### config.mk
export PLATFORM = sky130hd
export DESIGN_NAME = adccfg_bank
export DESIGN_NICKNAME = d
export VERILOG_FILES = /design/src/logic/adccfg_bank.v
export VERILOG_INCLUDE_DIRS = /design/src /design/src/common
export SDC_FILE = /design/constraint.sdc
export NUM_CORES = 1
export LEC_CHECK = 0
export ABC_AREA = 0
export BUFFER_PORTS_ARGS = -buffer_cell sky130_fd_sc_hd__buf_2
export CORE_MARGIN = 2
export CORE_UTILIZATION = 35
export DETAILED_ROUTE_END_ITERATION = 10
export HOLD_SLACK_MARGIN = 0.05
export PLACE_DENSITY_LB_ADDON = 0.1
export SLEW_MARGIN = 20
export SYNTH_ARGS = -nofsm -noshare
export SYNTH_HDL_FRONTEND = slang
export SYNTH_SLANG_ARGS = --single-unit
export TNS_END_PERCENT = 10
### constraint.sdc
create_clock -name clk -period 3.4 [get_ports clk]
set_input_delay 1.02 -clock clk [delete_from_list [all_inputs] [get_ports clk]]
set_output_delay 1.02 -clock clk [all_outputs]
set_load 0.005 [all_outputs]
### src/common/adccfg_map.vh
// Purpose: constants for the adc configuration register bank
// Assumes: byte-wide registers reached over a three-wire serial link
// Notes: offsets are register numbers on the serial link
//
// Function
// - load defaults after 2^20 post-power-on cycles
// - reset pin restores every register default
// - address space 0x000 to 0x15D, sparse
// - eight volatile bits per register
// - all writable except last four, read-only
// - registers selected only by serial address
// - mirrored power and bit-order control byte
// - divider independence bit plus factory bits
// - output word and strobe rate fields
// - readback edge select plus factory bits
// - pll output and bias enables
// - format, output mode, pattern generator select
// - decimated strobe phase delay controls
// - six lane polarity bits, two unused
// - low byte of offset correction value
// - sixteen-bit header then data bytes
// - address increments per byte, holds at 0x15D, wraps past 0x3FF
`ifndef ADCCFG_MAP_VH
`define ADCCFG_MAP_VH

// ----------------------------------------
// register numbers
// ----------------------------------------
`define ADCCFG_A_PWR 10'h000
`define ADCCFG_A_DIVIND 10'h001
`define ADCCFG_A_RATE 10'h002
`define ADCCFG_A_RDTIME 10'h004
`define ADCCFG_A_RAND 10'h007
`define ADCCFG_A_CALDLY 10'h01E
`define ADCCFG_A_DLL 10'h052
`define ADCCFG_A_CLKSRC 10'h053
`define ADCCFG_A_PLLREF 10'h054
`define ADCCFG_A_PLLOUT 10'h055
`define ADCCFG_A_PRELO 10'h056
`define ADCCFG_A_PREHI 10'h057
`define ADCCFG_A_CPUMP 10'h058
`define ADCCFG_A_PLLEN1 10'h059
`define ADCCFG_A_LRES 10'h05A
`define ADCCFG_A_LCAP3 10'h05B
`define ADCCFG_A_LCAP1 10'h05C
`define ADCCFG_A_LCAP2 10'h05D
`define ADCCFG_A_PLLEN2 10'h05F
`define ADCCFG_A_FMT 10'h062
`define ADCCFG_A_DRIVE 10'h063
`define ADCCFG_A_PHASE 10'h064
`define ADCCFG_A_POL 10'h065
`define ADCCFG_A_OFSLO 10'h066
`define ADCCFG_A_LAST 10'h15D
`define ADCCFG_A_RO_FIRST 10'h15A

// ----------------------------------------
// reset values
// ----------------------------------------
`define ADCCFG_R_PWR 8'h24
`define ADCCFG_R_DIVIND 8'h0F
`define ADCCFG_R_RATE 8'h00
`define ADCCFG_R_RDTIME 8'h9F
`define ADCCFG_R_RAND 8'h62
`define ADCCFG_R_CALDLY 8'h80
`define ADCCFG_R_DLL 8'h0A
`define ADCCFG_R_CLKSRC 8'h45
`define ADCCFG_R_PLLREF 8'h00
`define ADCCFG_R_PLLOUT 8'h48
`define ADCCFG_R_PRELO 8'h78
`define ADCCFG_R_PREHI 8'h40
`define ADCCFG_R_CPUMP 8'h12
`define ADCCFG_R_PLLEN1 8'h41
`define ADCCFG_R_LRES 8'h2F
`define ADCCFG_R_LCAP 8'h27
`define ADCCFG_R_PLLEN2 8'hF1
`define ADCCFG_R_FMT 8'h10
`define ADCCFG_R_DRIVE 8'h01
`define ADCCFG_R_PHASE 8'h03
`define ADCCFG_R_POL 8'h00
`define ADCCFG_R_OFSLO 8'h00

// ----------------------------------------
// header fields and timing
// ----------------------------------------
`define ADCCFG_HDR_RW 15
`define ADCCFG_HDR_LEN_HI 14
`define ADCCFG_HDR_LEN_LO 13
`define ADCCFG_HDR_DEV_HI 12
`define ADCCFG_HDR_DEV_LO 10
`define ADCCFG_HDR_BITS 16
`define ADCCFG_POR_CYCLES 1048576

`endif

### src/logic/adccfg_bank.v
// Purpose: configuration register bank behind a three-wire serial port
// Assumes: serial clock well below clk/4; pins sampled by three flops
// Notes: read data leaves on falling serial edge, write data taken on rising
`timescale 1ns/1ps
`default_nettype none
`include "adccfg_map.vh"

module adccfg_bank #(
    parameter POR_CYCLES = `ADCCFG_POR_CYCLES,
    parameter [1:0] DEV_ADDR_PINS = 2'h0,
    parameter [7:0] RO_VALUE = 8'h00
) (
    // clock and resets
    input wire clk,
    input wire srst,
    input wire reset_pin,
    // serial pins
    input wire cs_n,
    input wire sclk,
    input wire sdio_i,
    output reg sdio_o,
    output reg sdio_oe,
    // decoded controls
    output reg init_done,
    output reg shutdown_mode,
    output reg lsb_first,
    output reg soft_reset_req,
    output reg standby_mode,
    output reg divider_independence_enable,
    output reg [3:0] output_word_rate,
    output reg [3:0] output_strobe_rate,
    output reg readback_edge_select,
    output reg pll_out_enable,
    output reg pll_bias_enable,
    output reg data_format,
    output reg [1:0] output_mode,
    output reg [2:0] pattern_generator_select,
    output reg phase_delay_enable,
    output reg [2:0] decimated_strobe_delay,
    output reg [5:0] lane_polarity_invert,
    output reg [7:0] offset_correction_low
);

    localparam NREG = 24;
    localparam [20:0] POR_LAST = POR_CYCLES - 1;

    // ----------------------------------------
    // address decode
    // ----------------------------------------
    function [4:0] reg_index;
        input [9:0] a;
        begin
            case (a)
                `ADCCFG_A_PWR: reg_index = 5'h00;
                `ADCCFG_A_DIVIND: reg_index = 5'h01;
                `ADCCFG_A_RATE: reg_index = 5'h02;
                `ADCCFG_A_RDTIME: reg_index = 5'h03;
                `ADCCFG_A_RAND: reg_index = 5'h04;
                `ADCCFG_A_CALDLY: reg_index = 5'h05;
                `ADCCFG_A_DLL: reg_index = 5'h06;
                `ADCCFG_A_CLKSRC: reg_index = 5'h07;
                `ADCCFG_A_PLLREF: reg_index = 5'h08;
                `ADCCFG_A_PLLOUT: reg_index = 5'h09;
                `ADCCFG_A_PRELO: reg_index = 5'h0A;
                `ADCCFG_A_PREHI: reg_index = 5'h0B;
                `ADCCFG_A_CPUMP: reg_index = 5'h0C;
                `ADCCFG_A_PLLEN1: reg_index = 5'h0D;
                `ADCCFG_A_LRES: reg_index = 5'h0E;
                `ADCCFG_A_LCAP3: reg_index = 5'h0F;
                `ADCCFG_A_LCAP1: reg_index = 5'h10;
                `ADCCFG_A_LCAP2: reg_index = 5'h11;
                `ADCCFG_A_PLLEN2: reg_index = 5'h12;
                `ADCCFG_A_FMT: reg_index = 5'h13;
                `ADCCFG_A_DRIVE: reg_index = 5'h14;
                `ADCCFG_A_PHASE: reg_index = 5'h15;
                `ADCCFG_A_POL: reg_index = 5'h16;
                `ADCCFG_A_OFSLO: reg_index = 5'h17;
                default: reg_index = 5'h1F;
            endcase
        end
    endfunction

    function [7:0] reg_default;
        input [4:0] i;
        begin
            case (i)
                5'h00: reg_default = `ADCCFG_R_PWR;
                5'h01: reg_default = `ADCCFG_R_DIVIND;
                5'h02: reg_default = `ADCCFG_R_RATE;
                5'h03: reg_default = `ADCCFG_R_RDTIME;
                5'h04: reg_default = `ADCCFG_R_RAND;
                5'h05: reg_default = `ADCCFG_R_CALDLY;
                5'h06: reg_default = `ADCCFG_R_DLL;
                5'h07: reg_default = `ADCCFG_R_CLKSRC;
                5'h08: reg_default = `ADCCFG_R_PLLREF;
                5'h09: reg_default = `ADCCFG_R_PLLOUT;
                5'h0A: reg_default = `ADCCFG_R_PRELO;
                5'h0B: reg_default = `ADCCFG_R_PREHI;
                5'h0C: reg_default = `ADCCFG_R_CPUMP;
                5'h0D: reg_default = `ADCCFG_R_PLLEN1;
                5'h0E: reg_default = `ADCCFG_R_LRES;
                5'h0F: reg_default = `ADCCFG_R_LCAP;
                5'h10: reg_default = `ADCCFG_R_LCAP;
                5'h11: reg_default = `ADCCFG_R_LCAP;
                5'h12: reg_default = `ADCCFG_R_PLLEN2;
                5'h13: reg_default = `ADCCFG_R_FMT;
                5'h14: reg_default = `ADCCFG_R_DRIVE;
                5'h15: reg_default = `ADCCFG_R_PHASE;
                5'h16: reg_default = `ADCCFG_R_POL;
                5'h17: reg_default = `ADCCFG_R_OFSLO;
                default: reg_default = 8'h00;
            endcase
        end
    endfunction

    // bit reversal of one byte, shared by header and data paths
    function [7:0] rev8;
        input [7:0] b;
        integer k;
        begin
            for (k = 0; k < 8; k = k + 1)
                rev8[k] = b[7 - k];
        end
    endfunction

    // ----------------------------------------
    // pin synchronisers
    // ----------------------------------------
    // three stages; second and third must agree before a change counts
    reg [2:0] cs_sync_reg, sclk_sync_reg, sdi_sync_reg, rst_sync_reg;
    reg cs_n_reg, sclk_reg, sdi_reg, rst_pin_reg;

    always @(posedge clk) begin
        if (srst) begin
            cs_sync_reg <= 3'h7;
            sclk_sync_reg <= 3'h0;
            sdi_sync_reg <= 3'h0;
            rst_sync_reg <= 3'h0;
            cs_n_reg <= 1'b1;
            sclk_reg <= 1'b0;
            sdi_reg <= 1'b0;
            rst_pin_reg <= 1'b0;
        end else begin
            cs_sync_reg <= {cs_sync_reg[1:0], cs_n};
            sclk_sync_reg <= {sclk_sync_reg[1:0], sclk};
            sdi_sync_reg <= {sdi_sync_reg[1:0], sdio_i};
            rst_sync_reg <= {rst_sync_reg[1:0], reset_pin};
            if (cs_sync_reg[1] == cs_sync_reg[2])
                cs_n_reg <= cs_sync_reg[2];
            if (sclk_sync_reg[1] == sclk_sync_reg[2])
                sclk_reg <= sclk_sync_reg[2];
            if (sdi_sync_reg[1] == sdi_sync_reg[2])
                sdi_reg <= sdi_sync_reg[2];
            if (rst_sync_reg[1] == rst_sync_reg[2])
                rst_pin_reg <= rst_sync_reg[2];
        end
    end

    wire sclk_filt = (sclk_sync_reg[1] == sclk_sync_reg[2]) ? sclk_sync_reg[2] : sclk_reg;
    wire sclk_rise = sclk_filt & ~sclk_reg;
    wire sclk_fall = ~sclk_filt & sclk_reg;

    // ----------------------------------------
    // power-on delay
    // ----------------------------------------
    reg [20:0] por_cnt_reg;
    reg por_done_reg;
    wire load_defaults = (~por_done_reg && por_cnt_reg == POR_LAST) || rst_pin_reg;

    always @(posedge clk) begin
        if (srst) begin
            por_cnt_reg <= 21'h000000;
            por_done_reg <= 1'b0;
        end else if (~por_done_reg) begin
            por_cnt_reg <= por_cnt_reg + 21'h000001;
            if (por_cnt_reg == POR_LAST)
                por_done_reg <= 1'b1;
        end
    end

    // ----------------------------------------
    // serial frame engine
    // ----------------------------------------
    localparam [1:0] ST_HDR = 2'h0;
    localparam [1:0] ST_WR = 2'h1;
    localparam [1:0] ST_RD = 2'h2;
    localparam [1:0] ST_IDLE = 2'h3;

    reg [1:0] state_reg;
    reg [15:0] hdr_reg;
    reg [4:0] bitcnt_reg;
    reg [9:0] addr_reg;
    reg [1:0] bytes_left_reg;
    reg [7:0] shift_reg;
    reg [7:0] regs [0:NREG-1];

    wire [15:0] hdr_next = {hdr_reg[14:0], sdi_reg};
    // lsb-first reverses bit order within each byte of header and data
    wire [15:0] hdr_fix = lsb_first ? {rev8(hdr_next[15:8]), rev8(hdr_next[7:0])} : hdr_next;
    wire dev_match = hdr_fix[`ADCCFG_HDR_DEV_HI:`ADCCFG_HDR_DEV_LO] == {1'b0, DEV_ADDR_PINS};
    wire [7:0] rx_next = {shift_reg[6:0], sdi_reg};
    wire [7:0] wr_byte = lsb_first ? rev8(rx_next) : rx_next;
    wire [4:0] cur_idx = reg_index(addr_reg);
    wire addr_ro = addr_reg >= `ADCCFG_A_RO_FIRST && addr_reg <= `ADCCFG_A_LAST;

    reg [7:0] rd_byte;
    always @* begin
        if (addr_ro)
            rd_byte = RO_VALUE;
        else if (cur_idx < NREG)
            rd_byte = regs[cur_idx];
        else
            rd_byte = 8'h00;
    end

    wire [9:0] hdr_addr = hdr_fix[9:0];
    wire byte_end = bitcnt_reg == 5'h07 &&
        (state_reg == ST_WR ? sclk_rise : state_reg == ST_RD && sclk_fall);

    reg write_pulse;
    always @* begin
        write_pulse = 1'b0;
        if (state_reg == ST_WR && sclk_rise && bitcnt_reg == 5'h07 && ~cs_n_reg)
            write_pulse = 1'b1;
    end

    always @(posedge clk) begin
        if (srst || cs_n_reg) begin
            state_reg <= ST_HDR;
            hdr_reg <= 16'h0000;
            bitcnt_reg <= 5'h00;
            addr_reg <= 10'h000;
            bytes_left_reg <= 2'h0;
            shift_reg <= 8'h00;
            sdio_oe <= 1'b0;
            sdio_o <= 1'b0;
        end else begin
            case (state_reg)
                ST_HDR: begin
                    if (sclk_rise) begin
                        hdr_reg <= hdr_next;
                        bitcnt_reg <= bitcnt_reg + 5'h01;
                        if (bitcnt_reg == `ADCCFG_HDR_BITS - 1) begin
                            bitcnt_reg <= 5'h00;
                            addr_reg <= hdr_addr;
                            bytes_left_reg <= {hdr_fix[`ADCCFG_HDR_LEN_HI],
                                hdr_fix[`ADCCFG_HDR_LEN_LO]};
                            if (~dev_match)
                                state_reg <= ST_IDLE;
                            else if (hdr_fix[`ADCCFG_HDR_RW])
                                state_reg <= ST_RD;
                            else
                                state_reg <= ST_WR;
                        end
                    end
                end
                ST_WR: begin
                    if (sclk_rise) begin
                        shift_reg <= rx_next;
                        bitcnt_reg <= bitcnt_reg + 5'h01;
                    end
                end
                ST_RD: begin
                    if (sclk_fall) begin
                        sdio_oe <= 1'b1;
                        if (bitcnt_reg == 5'h00)
                            shift_reg <= rd_byte;
                        sdio_o <= bitcnt_reg == 5'h00
                            ? (lsb_first ? rd_byte[0] : rd_byte[7])
                            : (lsb_first ? shift_reg[bitcnt_reg[2:0]]
                                : shift_reg[3'h7 - bitcnt_reg[2:0]]);
                        bitcnt_reg <= bitcnt_reg + 5'h01;
                    end
                end
                ST_IDLE: begin
                    // after a read keeps driving the last bit until cs rises; after a write or device mismatch sdio_oe stays low
                    state_reg <= ST_IDLE;
                end
                default: state_reg <= ST_HDR;
            endcase
            if (byte_end) begin
                bitcnt_reg <= 5'h00;
                if (addr_reg != `ADCCFG_A_LAST)
                    addr_reg <= addr_reg + 10'h001;
                if (bytes_left_reg == 2'h0)
                    state_reg <= ST_IDLE;
                else if (bytes_left_reg != 2'h3)
                    bytes_left_reg <= bytes_left_reg - 2'h1;
            end
        end
    end

    // ----------------------------------------
    // register file
    // ----------------------------------------
    genvar g;
    generate
        for (g = 0; g < NREG; g = g + 1) begin : gen_reg
            always @(posedge clk) begin
                if (srst)
                    regs[g] <= reg_default(g[4:0]);
                else if (load_defaults)
                    regs[g] <= reg_default(g[4:0]);
                else if (write_pulse && cur_idx == g && ~addr_ro)
                    regs[g] <= wr_byte;
            end
        end
    endgenerate

    // ----------------------------------------
    // decoded outputs
    // ----------------------------------------
    // mirrored bits of the control byte: either copy set asserts the function, except soft reset, asserted by either copy clear
    always @(posedge clk) begin
        if (srst) begin
            init_done <= 1'b0;
            shutdown_mode <= 1'b0;
            lsb_first <= 1'b0;
            soft_reset_req <= 1'b0;
            standby_mode <= 1'b0;
            divider_independence_enable <= 1'b0;
            output_word_rate <= 4'h0;
            output_strobe_rate <= 4'h0;
            readback_edge_select <= 1'b1;
            pll_out_enable <= 1'b0;
            pll_bias_enable <= 1'b0;
            data_format <= 1'b0;
            output_mode <= 2'h2;
            pattern_generator_select <= 3'h0;
            phase_delay_enable <= 1'b0;
            decimated_strobe_delay <= 3'h0;
            lane_polarity_invert <= 6'h00;
            offset_correction_low <= 8'h00;
        end else begin
            init_done <= por_done_reg;
            shutdown_mode <= regs[0][7] | regs[0][0];
            lsb_first <= regs[0][6] | regs[0][1];
            soft_reset_req <= ~regs[0][5] | ~regs[0][2];
            standby_mode <= regs[0][4] | regs[0][3];
            divider_independence_enable <= regs[1][7];
            output_word_rate <= regs[2][7:4];
            output_strobe_rate <= regs[2][3:0];
            readback_edge_select <= regs[3][7];
            pll_out_enable <= regs[18][3];
            pll_bias_enable <= regs[18][2];
            data_format <= regs[19][5];
            output_mode <= regs[19][4:3];
            pattern_generator_select <= regs[19][2:0];
            phase_delay_enable <= regs[21][7];
            decimated_strobe_delay <= regs[21][6:4];
            lane_polarity_invert <= regs[22][7:2];
            offset_correction_low <= regs[23];
        end
    end

endmodule
`default_nettype wire

==> reports/qor.yml, run 1 <==
ant_nets: 0
whs_path_depth: 1
antenna_cells: 0
dpl.hpwl_mm: 30.0
clkPwrFrac: 0.473
min_period_over_period: 0.978
grt_pass1_vias: 10500
hold_path_end: "cs_sync_reg[1]"
io_buffers: 48
start_util: 0.354
gr-usage-met3: 0.0331
stdcell_count: 2030
ys_warn_count: 0
yosys.cell_types.count: 80
slew_headroom: 0.325
swShare: 0.211
top_usage_layer: "met2"
wl_mm: 43.0
crit_required_ns: 3.81
ff2ff_setup_slack_ns: 0.08
drtIter0Drc: 780
dieArea_um2: 41800
power_leakage_nw: 5.72
timing.final.hold_violations: 0
wl_per_cell_um: 21.2
rsz0062_at_grt: "true"
tightest_slew_ns: 1.01
p_int_w: 0.00646
synth-async-reset-ratio: 0
max_freq_ghz: 0.301
vias: 10800
ys_seq_area_frac: 0.585
cts.clk_slew.worst_paths_ns: 0.06
worst_hold_path_type: "reg -> reg"
clk_latency_ns: 0.53
worst_r2r_startpoint: "addr_reg[0]"
numClockSinks: 315
start_kind: "flop"
dp.cells: 1966
row_count: 73
maxCapViolations: 0
finish.utilization: 0.421
r2r-end: "shift_reg[6]"
core-area_um2: 39700
seq_power_share: 0.508
synth_seq_cells: 315
cts_tree: "built"
end_kind: "flop"
grt_util_met1: 0.296
slew_viol_final: 0
synth.cell_area_um2: 14100
power_density_nw_per_um2: 490
syn_inst: 1377
nFillCells: 3922
gp_congestion: 0.910
area_growth_pct: 18.8
grt_use_total: 0.208
syn_area_per_cell_um2: 10.2
largest_reg_flops: 192
p_switching_w: 0.00173
power.total_w: 0.00819
crit_fanout: 9
path_class: "reg -> reg"
drive_gt1_frac: 0.189
avgViaCountPerCell: 5.32
worstHoldStart: "cs_sync_reg[0]"
ys.flop_type: "edfxtp_1"
route.detailed.drc: 0
ir_drop_mv: 0.403
layout_min_cycle_time_ns: 3.32
grt_use_met2: 0.329
cts_buffers: 37
grt_start_max_net_pins: 80
root_buffer: "clkbuf_16"
grt_pass1_wl_mm: 65.6
synth_nets: 1396
setup_viol_count_final: 0
status: "finished, final reports clean"
worstPathCellList: "inv_1 -> ha_1 -> buf_4 -> nand3b_1 -> nor4_1 -> buf_4 -> o21a_1 -> or2_1 -> buf_4 -> nor2_4 -> a222oi_1 -> a21oi_1 -> or4_1 -> nand3_1 -> a31oi_1"
htreeDepth: 2
final_nets: 1499
crit_path_max_incr_delay_ns: 0.54
arrival_ns: 3.73
cts_buffer_depth: 3
synth_edf_count: 192
skew_ns: 0.0181
path_common_cell: "buf_4"
die_w_um: 204
ios: 49
slowest_stage: "or4_1"
reg2reg_depth: 15
p_comb_frac: 0.019
first_pass_iters: 5
tns_ns: 0
die_h_um: 204
antenna_found_initial: 0
overflow: 0
cell usage after synthesis, types with 12 or more instances:
library cell	count	share of area
nand4_1	17	0.0076
mux2i_1	21	0.015
a21oi_1	64	0.023
or2_2	12	0.0053
nor2b_1	49	0.022
ha_1	13	0.012
o21ai_0	43	0.015
dfxtp_1	123	0.18
o22ai_1	15	0.0067
nand2_1	209	0.056
edfxtp_1	192	0.41
buf_2	18	0.0064
xor2_1	18	0.011
o221ai_1	30	0.019
clkbuf_1	54	0.014
and3_1	13	0.0058
nand3_1	41	0.015
nor3_1	20	0.0071
nor2_1	243	0.065
worst max-delay path: cells and delay by family (launching register included):
family / cells / cell delay, ns
adders and majority gates: 1 / 0.23
AOI/OAI and AO/OA: 4 / 0.71
and+or+nand+nor: 6 / 1.26
buffers and inverters: 4 / 0.67
DFF: 1 / 0.32
timing repair:
action	CTS	global route
setup buffers	0	0
hold endpoints to repair	0	0
setup endpoints to repair	6	105
hold buffers	0	0
resized for setup	2	22
pin swaps	0	0
metal layers:
layer,share of wire,up-vias
li1,-,5121
met3,0.055,60
met4,0.022,0
met1,0.47,5314
met5,0,-
met2,0.45,299
kinds of logic after synthesis:
group / synth area share
muxes: 0.0277
AOI/OAI and AO/OA: 0.116
and+or+nand+nor: 0.214
xor gates and xnor gates: 0.0149
buffers and inverters: 0.0312
DFF: 0.585
adders and majority gates: 0.0116
stage by stage:
stage               instance area, um^2  setup WS [ns]  hold slack, ns
floorplan                         14100          0.138           0.389
global placement                  15500        -0.0126           0.425
detailed placement                15500        -0.0169           0.421
CTS                               16600        0.00180           0.433
global route                      16700         -0.106           0.459
finish                            16700         0.0755           0.420
power groups by stage:
stage	logic (W)	clock network, W	registers [W]
5_1_grt	0.000176	0.00412	0.00416
3_3_place_gp	0.000157	0	0.00424
3_5_place_dp	0.000159	0	0.00424
6_report	0.000159	0.00387	0.00416
2_1_floorplan	0.0000975	0	0.00422
4_1_cts	0.000159	0.00396	0.00416
placed cells by master (no fill, tap or decap), types with 12 or more instances in the layout:
| cell | instances |
|---|---|
| clkbuf_16 | 38 |
| ha_1 | 13 |
| xor2_1 | 18 |
| nor2b_1 | 47 |
| dfxtp_1 | 123 |
| nand2_1 | 199 |
| o21ai_0 | 41 |
| buf_2 | 48 |
| and3_1 | 12 |
| o221ai_1 | 30 |
| mux2i_1 | 14 |
| o22ai_1 | 15 |
| nor2_1 | 242 |
| nand3_1 | 41 |
| buf_4 | 97 |
| nand4_1 | 17 |
| nor3_1 | 19 |
| a21oi_1 | 62 |
| edfxtp_1 | 192 |
| or2_2 | 12 |
layout make-up:
class / instances / area (um^2) / area share
Timing Repair Buffer: 152 / 1110 / 0.0663
Clock inverter: 12 / 92.6 / 0.00554
Clock buffer: 52 / 1080 / 0.0648
Inverter: 10 / 37.5 / 0.00225
Multi-Input combinational cell: 964 / 5510 / 0.330
Tap cell: 525 / 657 / 0.0393
Sequential cell: 315 / 8230 / 0.492
worst max path at each step:
stage                startpoint            to  slack, ns  depth (start not counted)
floorplan           addr_reg[0]    regs[8][0]       0.14                         11
global placement    addr_reg[1]        sdio_o      -0.01                         13
detailed placement  addr_reg[1]  shift_reg[3]      -0.02                         14
CTS                 addr_reg[1]   regs[13][1]      0.002                         12
global route        addr_reg[0]  shift_reg[6]      -0.11                         15
finish              addr_reg[0]  shift_reg[6]       0.08                         15
(Power assumes the default switching activity.)
==> run 2: changes to the inputs <==
--- a/constraint.sdc
+++ b/constraint.sdc
@@ -3,2 +3,2 @@
 set_output_delay 1.02 -clock clk [all_outputs]
-set_load 0.005 [all_outputs]
+set_load 0.01 [all_outputs]
==> run 2 against run 1 <==
First-iteration DRC count is 13% higher. Cell count grew 1.2%. Sequential share of layout area down 0.79 points. Non-clock buffer count grew 21. Wire length up 0.50%. Die area stayed put. Register-to-register slack barely moved. Critical path type unchanged. Highest routed layer unchanged.
==> reports/qor.yml, run 2 (same netlist as run 1, synthesis figures left out) <==
status: "finished, final reports clean"  # unchanged
core-area_um2: 39700  # unchanged
final_nets: 1520  # was 1499
row_count: 73  # unchanged
setup_viol_count_final: 0  # unchanged
gp_congestion: 0.896  # was 0.910
grt_pass1_vias: 10600  # was 10.5k
htreeDepth: 2  # unchanged
cts_buffer_depth: 3  # unchanged
grt_use_total: 0.205  # was 0.208
slew_headroom: 0.411  # was 0.325
crit_fanout: 6  # was 9
cts_tree: "built"  # unchanged
grt_pass1_wl_mm: 65.1  # was 65.6 mm
drtIter0Drc: 883  # was 780
final_common_cell: "nor2_1"  # unchanged
finish.utilization: 0.428  # was 0.421
die_w_um: 204  # unchanged
power_leakage_nw: 5.87  # was 5.72 nW
min_period_over_period: 0.980  # was 0.978
root_buffer: "clkbuf_16"  # unchanged
avgViaCountPerCell: 5.30  # was 5.32
ant_nets: 0  # unchanged
slew_viol_final: 0  # unchanged
max_freq_ghz: 0.300  # was 0.301 GHz
skew_ns: 0.0231  # was 0.0181 ns
first_pass_iters: 8  # was 5
cts_buffers: 37  # unchanged
dpl.hpwl_mm: 29.9  # was 30.0 mm
nFillCells: 3882  # was 3922
numClockSinks: 315  # unchanged
antenna_found_initial: 0  # unchanged
drive_gt1_frac: 0.205  # was 0.189
crit_path_max_incr_delay_ns: 0.57  # was 0.54 ns
multi_input_area_um2: 5530  # was 5510 um^2
cts_hold_buf: 0  # unchanged
final_cell_mix: "nor2_1 (242), nand2_1 (203), edfxtp_1 (192), dfxtp_1 (118), buf_4 (114)"  # was nor2_1 (242), nand2_1 (199), edfxtp_1 (192), dfxtp_1 (123), buf_4 (97)
path_class: "reg -> reg"  # unchanged
largest_reg_flops: 192  # unchanged
start_util: 0.354  # unchanged
layout_min_cycle_time_ns: 3.33  # was 3.32 ns
arrival_ns: 3.72  # was 3.73 ns
cts.clk_slew.worst_paths_ns: 0.06  # about the same
wl_mm: 43.2  # was 43.0 mm
route.detailed.drc: 0  # unchanged
final-seq-area_um2: 8230  # about the same
end_kind: "flop"  # unchanged
power_density_nw_per_um2: 497  # was 490 nW/um^2
dieArea_um2: 41800  # unchanged
die_h_um: 204  # unchanged
worst_hold_path_type: "reg -> reg"  # unchanged
rsz0062_at_grt: "true"  # unchanged
timing.final.hold_violations: 0  # unchanged
ios: 49  # unchanged
maxCapViolations: 0  # unchanged
power.total_w: 0.00845  # was 0.00819 W
io_buffers: 48  # unchanged
wl_per_cell_um: 21.0  # was 21.2 um
area_growth_pct: 20.8  # was 18.8%
path_common_cell: "buf_4"  # unchanged
antenna_cells: 0  # unchanged
tightest_slew_ns: 0.883  # was 1.01 ns
slowest_stage: "or4b_1"  # was or4_1
overflow: 0  # unchanged
worstPathCellList: "inv_1 -> ha_1 -> or4b_1 -> o2111ai_1 -> and3_4 -> and4_4 -> a21oi_4 -> buf_4 -> buf_4 -> o221ai_1 -> a22oi_1 -> a21oi_1 -> o311ai_1"  # was inv_1 -> ha_1 -> buf_4 -> nand3b_1 -> nor4_1 -> buf_4 -> o21a_1 -> or2_1 -> buf_4 -> nor2_4 -> a222oi_1 -> a21oi_1 -> or4_1 -> nand3_1 -> a31oi_1
grt_start_max_net_pins: 82  # was 80
start_kind: "flop"  # unchanged
clk_latency_ns: 0.55  # was 0.53 ns
vias: 10900  # was 10.8k
ir_drop_mv: 0.391  # was 0.403 mV
crit_required_ns: 3.79  # was 3.81 ns
-- run 2: cell count changes in the layout (fill, tap and decap cells not counted), sizes merged --
cell    previous run  this run
clkbuf            52        54
clkinv             8        10
inv               13        11
bufinv             1         4
buf              152       172
-- run 2: layout make-up --
class | count | area share
sequential | 315 | 0.484
multi-input combinational | 964 | 0.325
timing repair buffer | 173 | 0.0757
clock buffer | 53 | 0.0634
tap | 525 | 0.0386
clock inverter | 15 | 0.0105
inverter | 10 | 0.00221
-- run 2: final timing paths --
kind,start,end,slack [ns],depth (start not counted)
min,cs_sync_reg[0],cs_sync_reg[1],0.41,1
max,addr_reg[0],sdio_o,0.07,13
min reg2reg,cs_sync_reg[0],cs_sync_reg[1],0.41,1
max reg2reg,addr_reg[0],sdio_o,0.07,13
-- run 2: what timing repair did --
action	CTS	global route
gates resized for setup	3	32
cloned	0	1
pin swaps	1	8
buffers inserted	0	12
endpoints found under the setup margin	29	154
-- run 2: worst max-delay path: cells and delay by family (launching register included) --
kind | cells | cell delay (ns)
simple gates | 3 | 1.08
flops | 1 | 0.34
compound gates | 6 | 1.11
fa+ha+maj | 1 | 0.25
buf+inv | 3 | 0.41
-- run 2: where the power goes --
group          internal, W  switching [W]
Combinational    0.0000495       0.000115
Clock              0.00251        0.00161
Sequential         0.00412      0.0000397
-- run 2: per-layer routing --
layer / global-route usage / vias up / routed length [um]
met2: 0.324 / 302 / 19700
met1: 0.290 / 5332 / 20000
met4: 0.0650 / 0 / 1210
met5: 0 / - / 0
li1: - / 5172 / -
met3: 0.0310 / 82 / 2220
-- run 2: metrics by stage --
stage	setup slack [ns]	setup TNS, ns	cells	cell area, um^2	hold slack [ns]
6_report	0.0663	0	2055	17000	0.413
5_1_grt	-0.0476	-0.170	2055	17000	0.436
4_1_cts	-0.0446	-0.118	2042	16800	0.421
3_5_place_dp	-0.0759	-1.17	1974	15500	0.407
3_3_place_gp	-0.0439	-0.812	1974	15500	0.405
2_1_floorplan	0.138	0	1377	14100	0.389
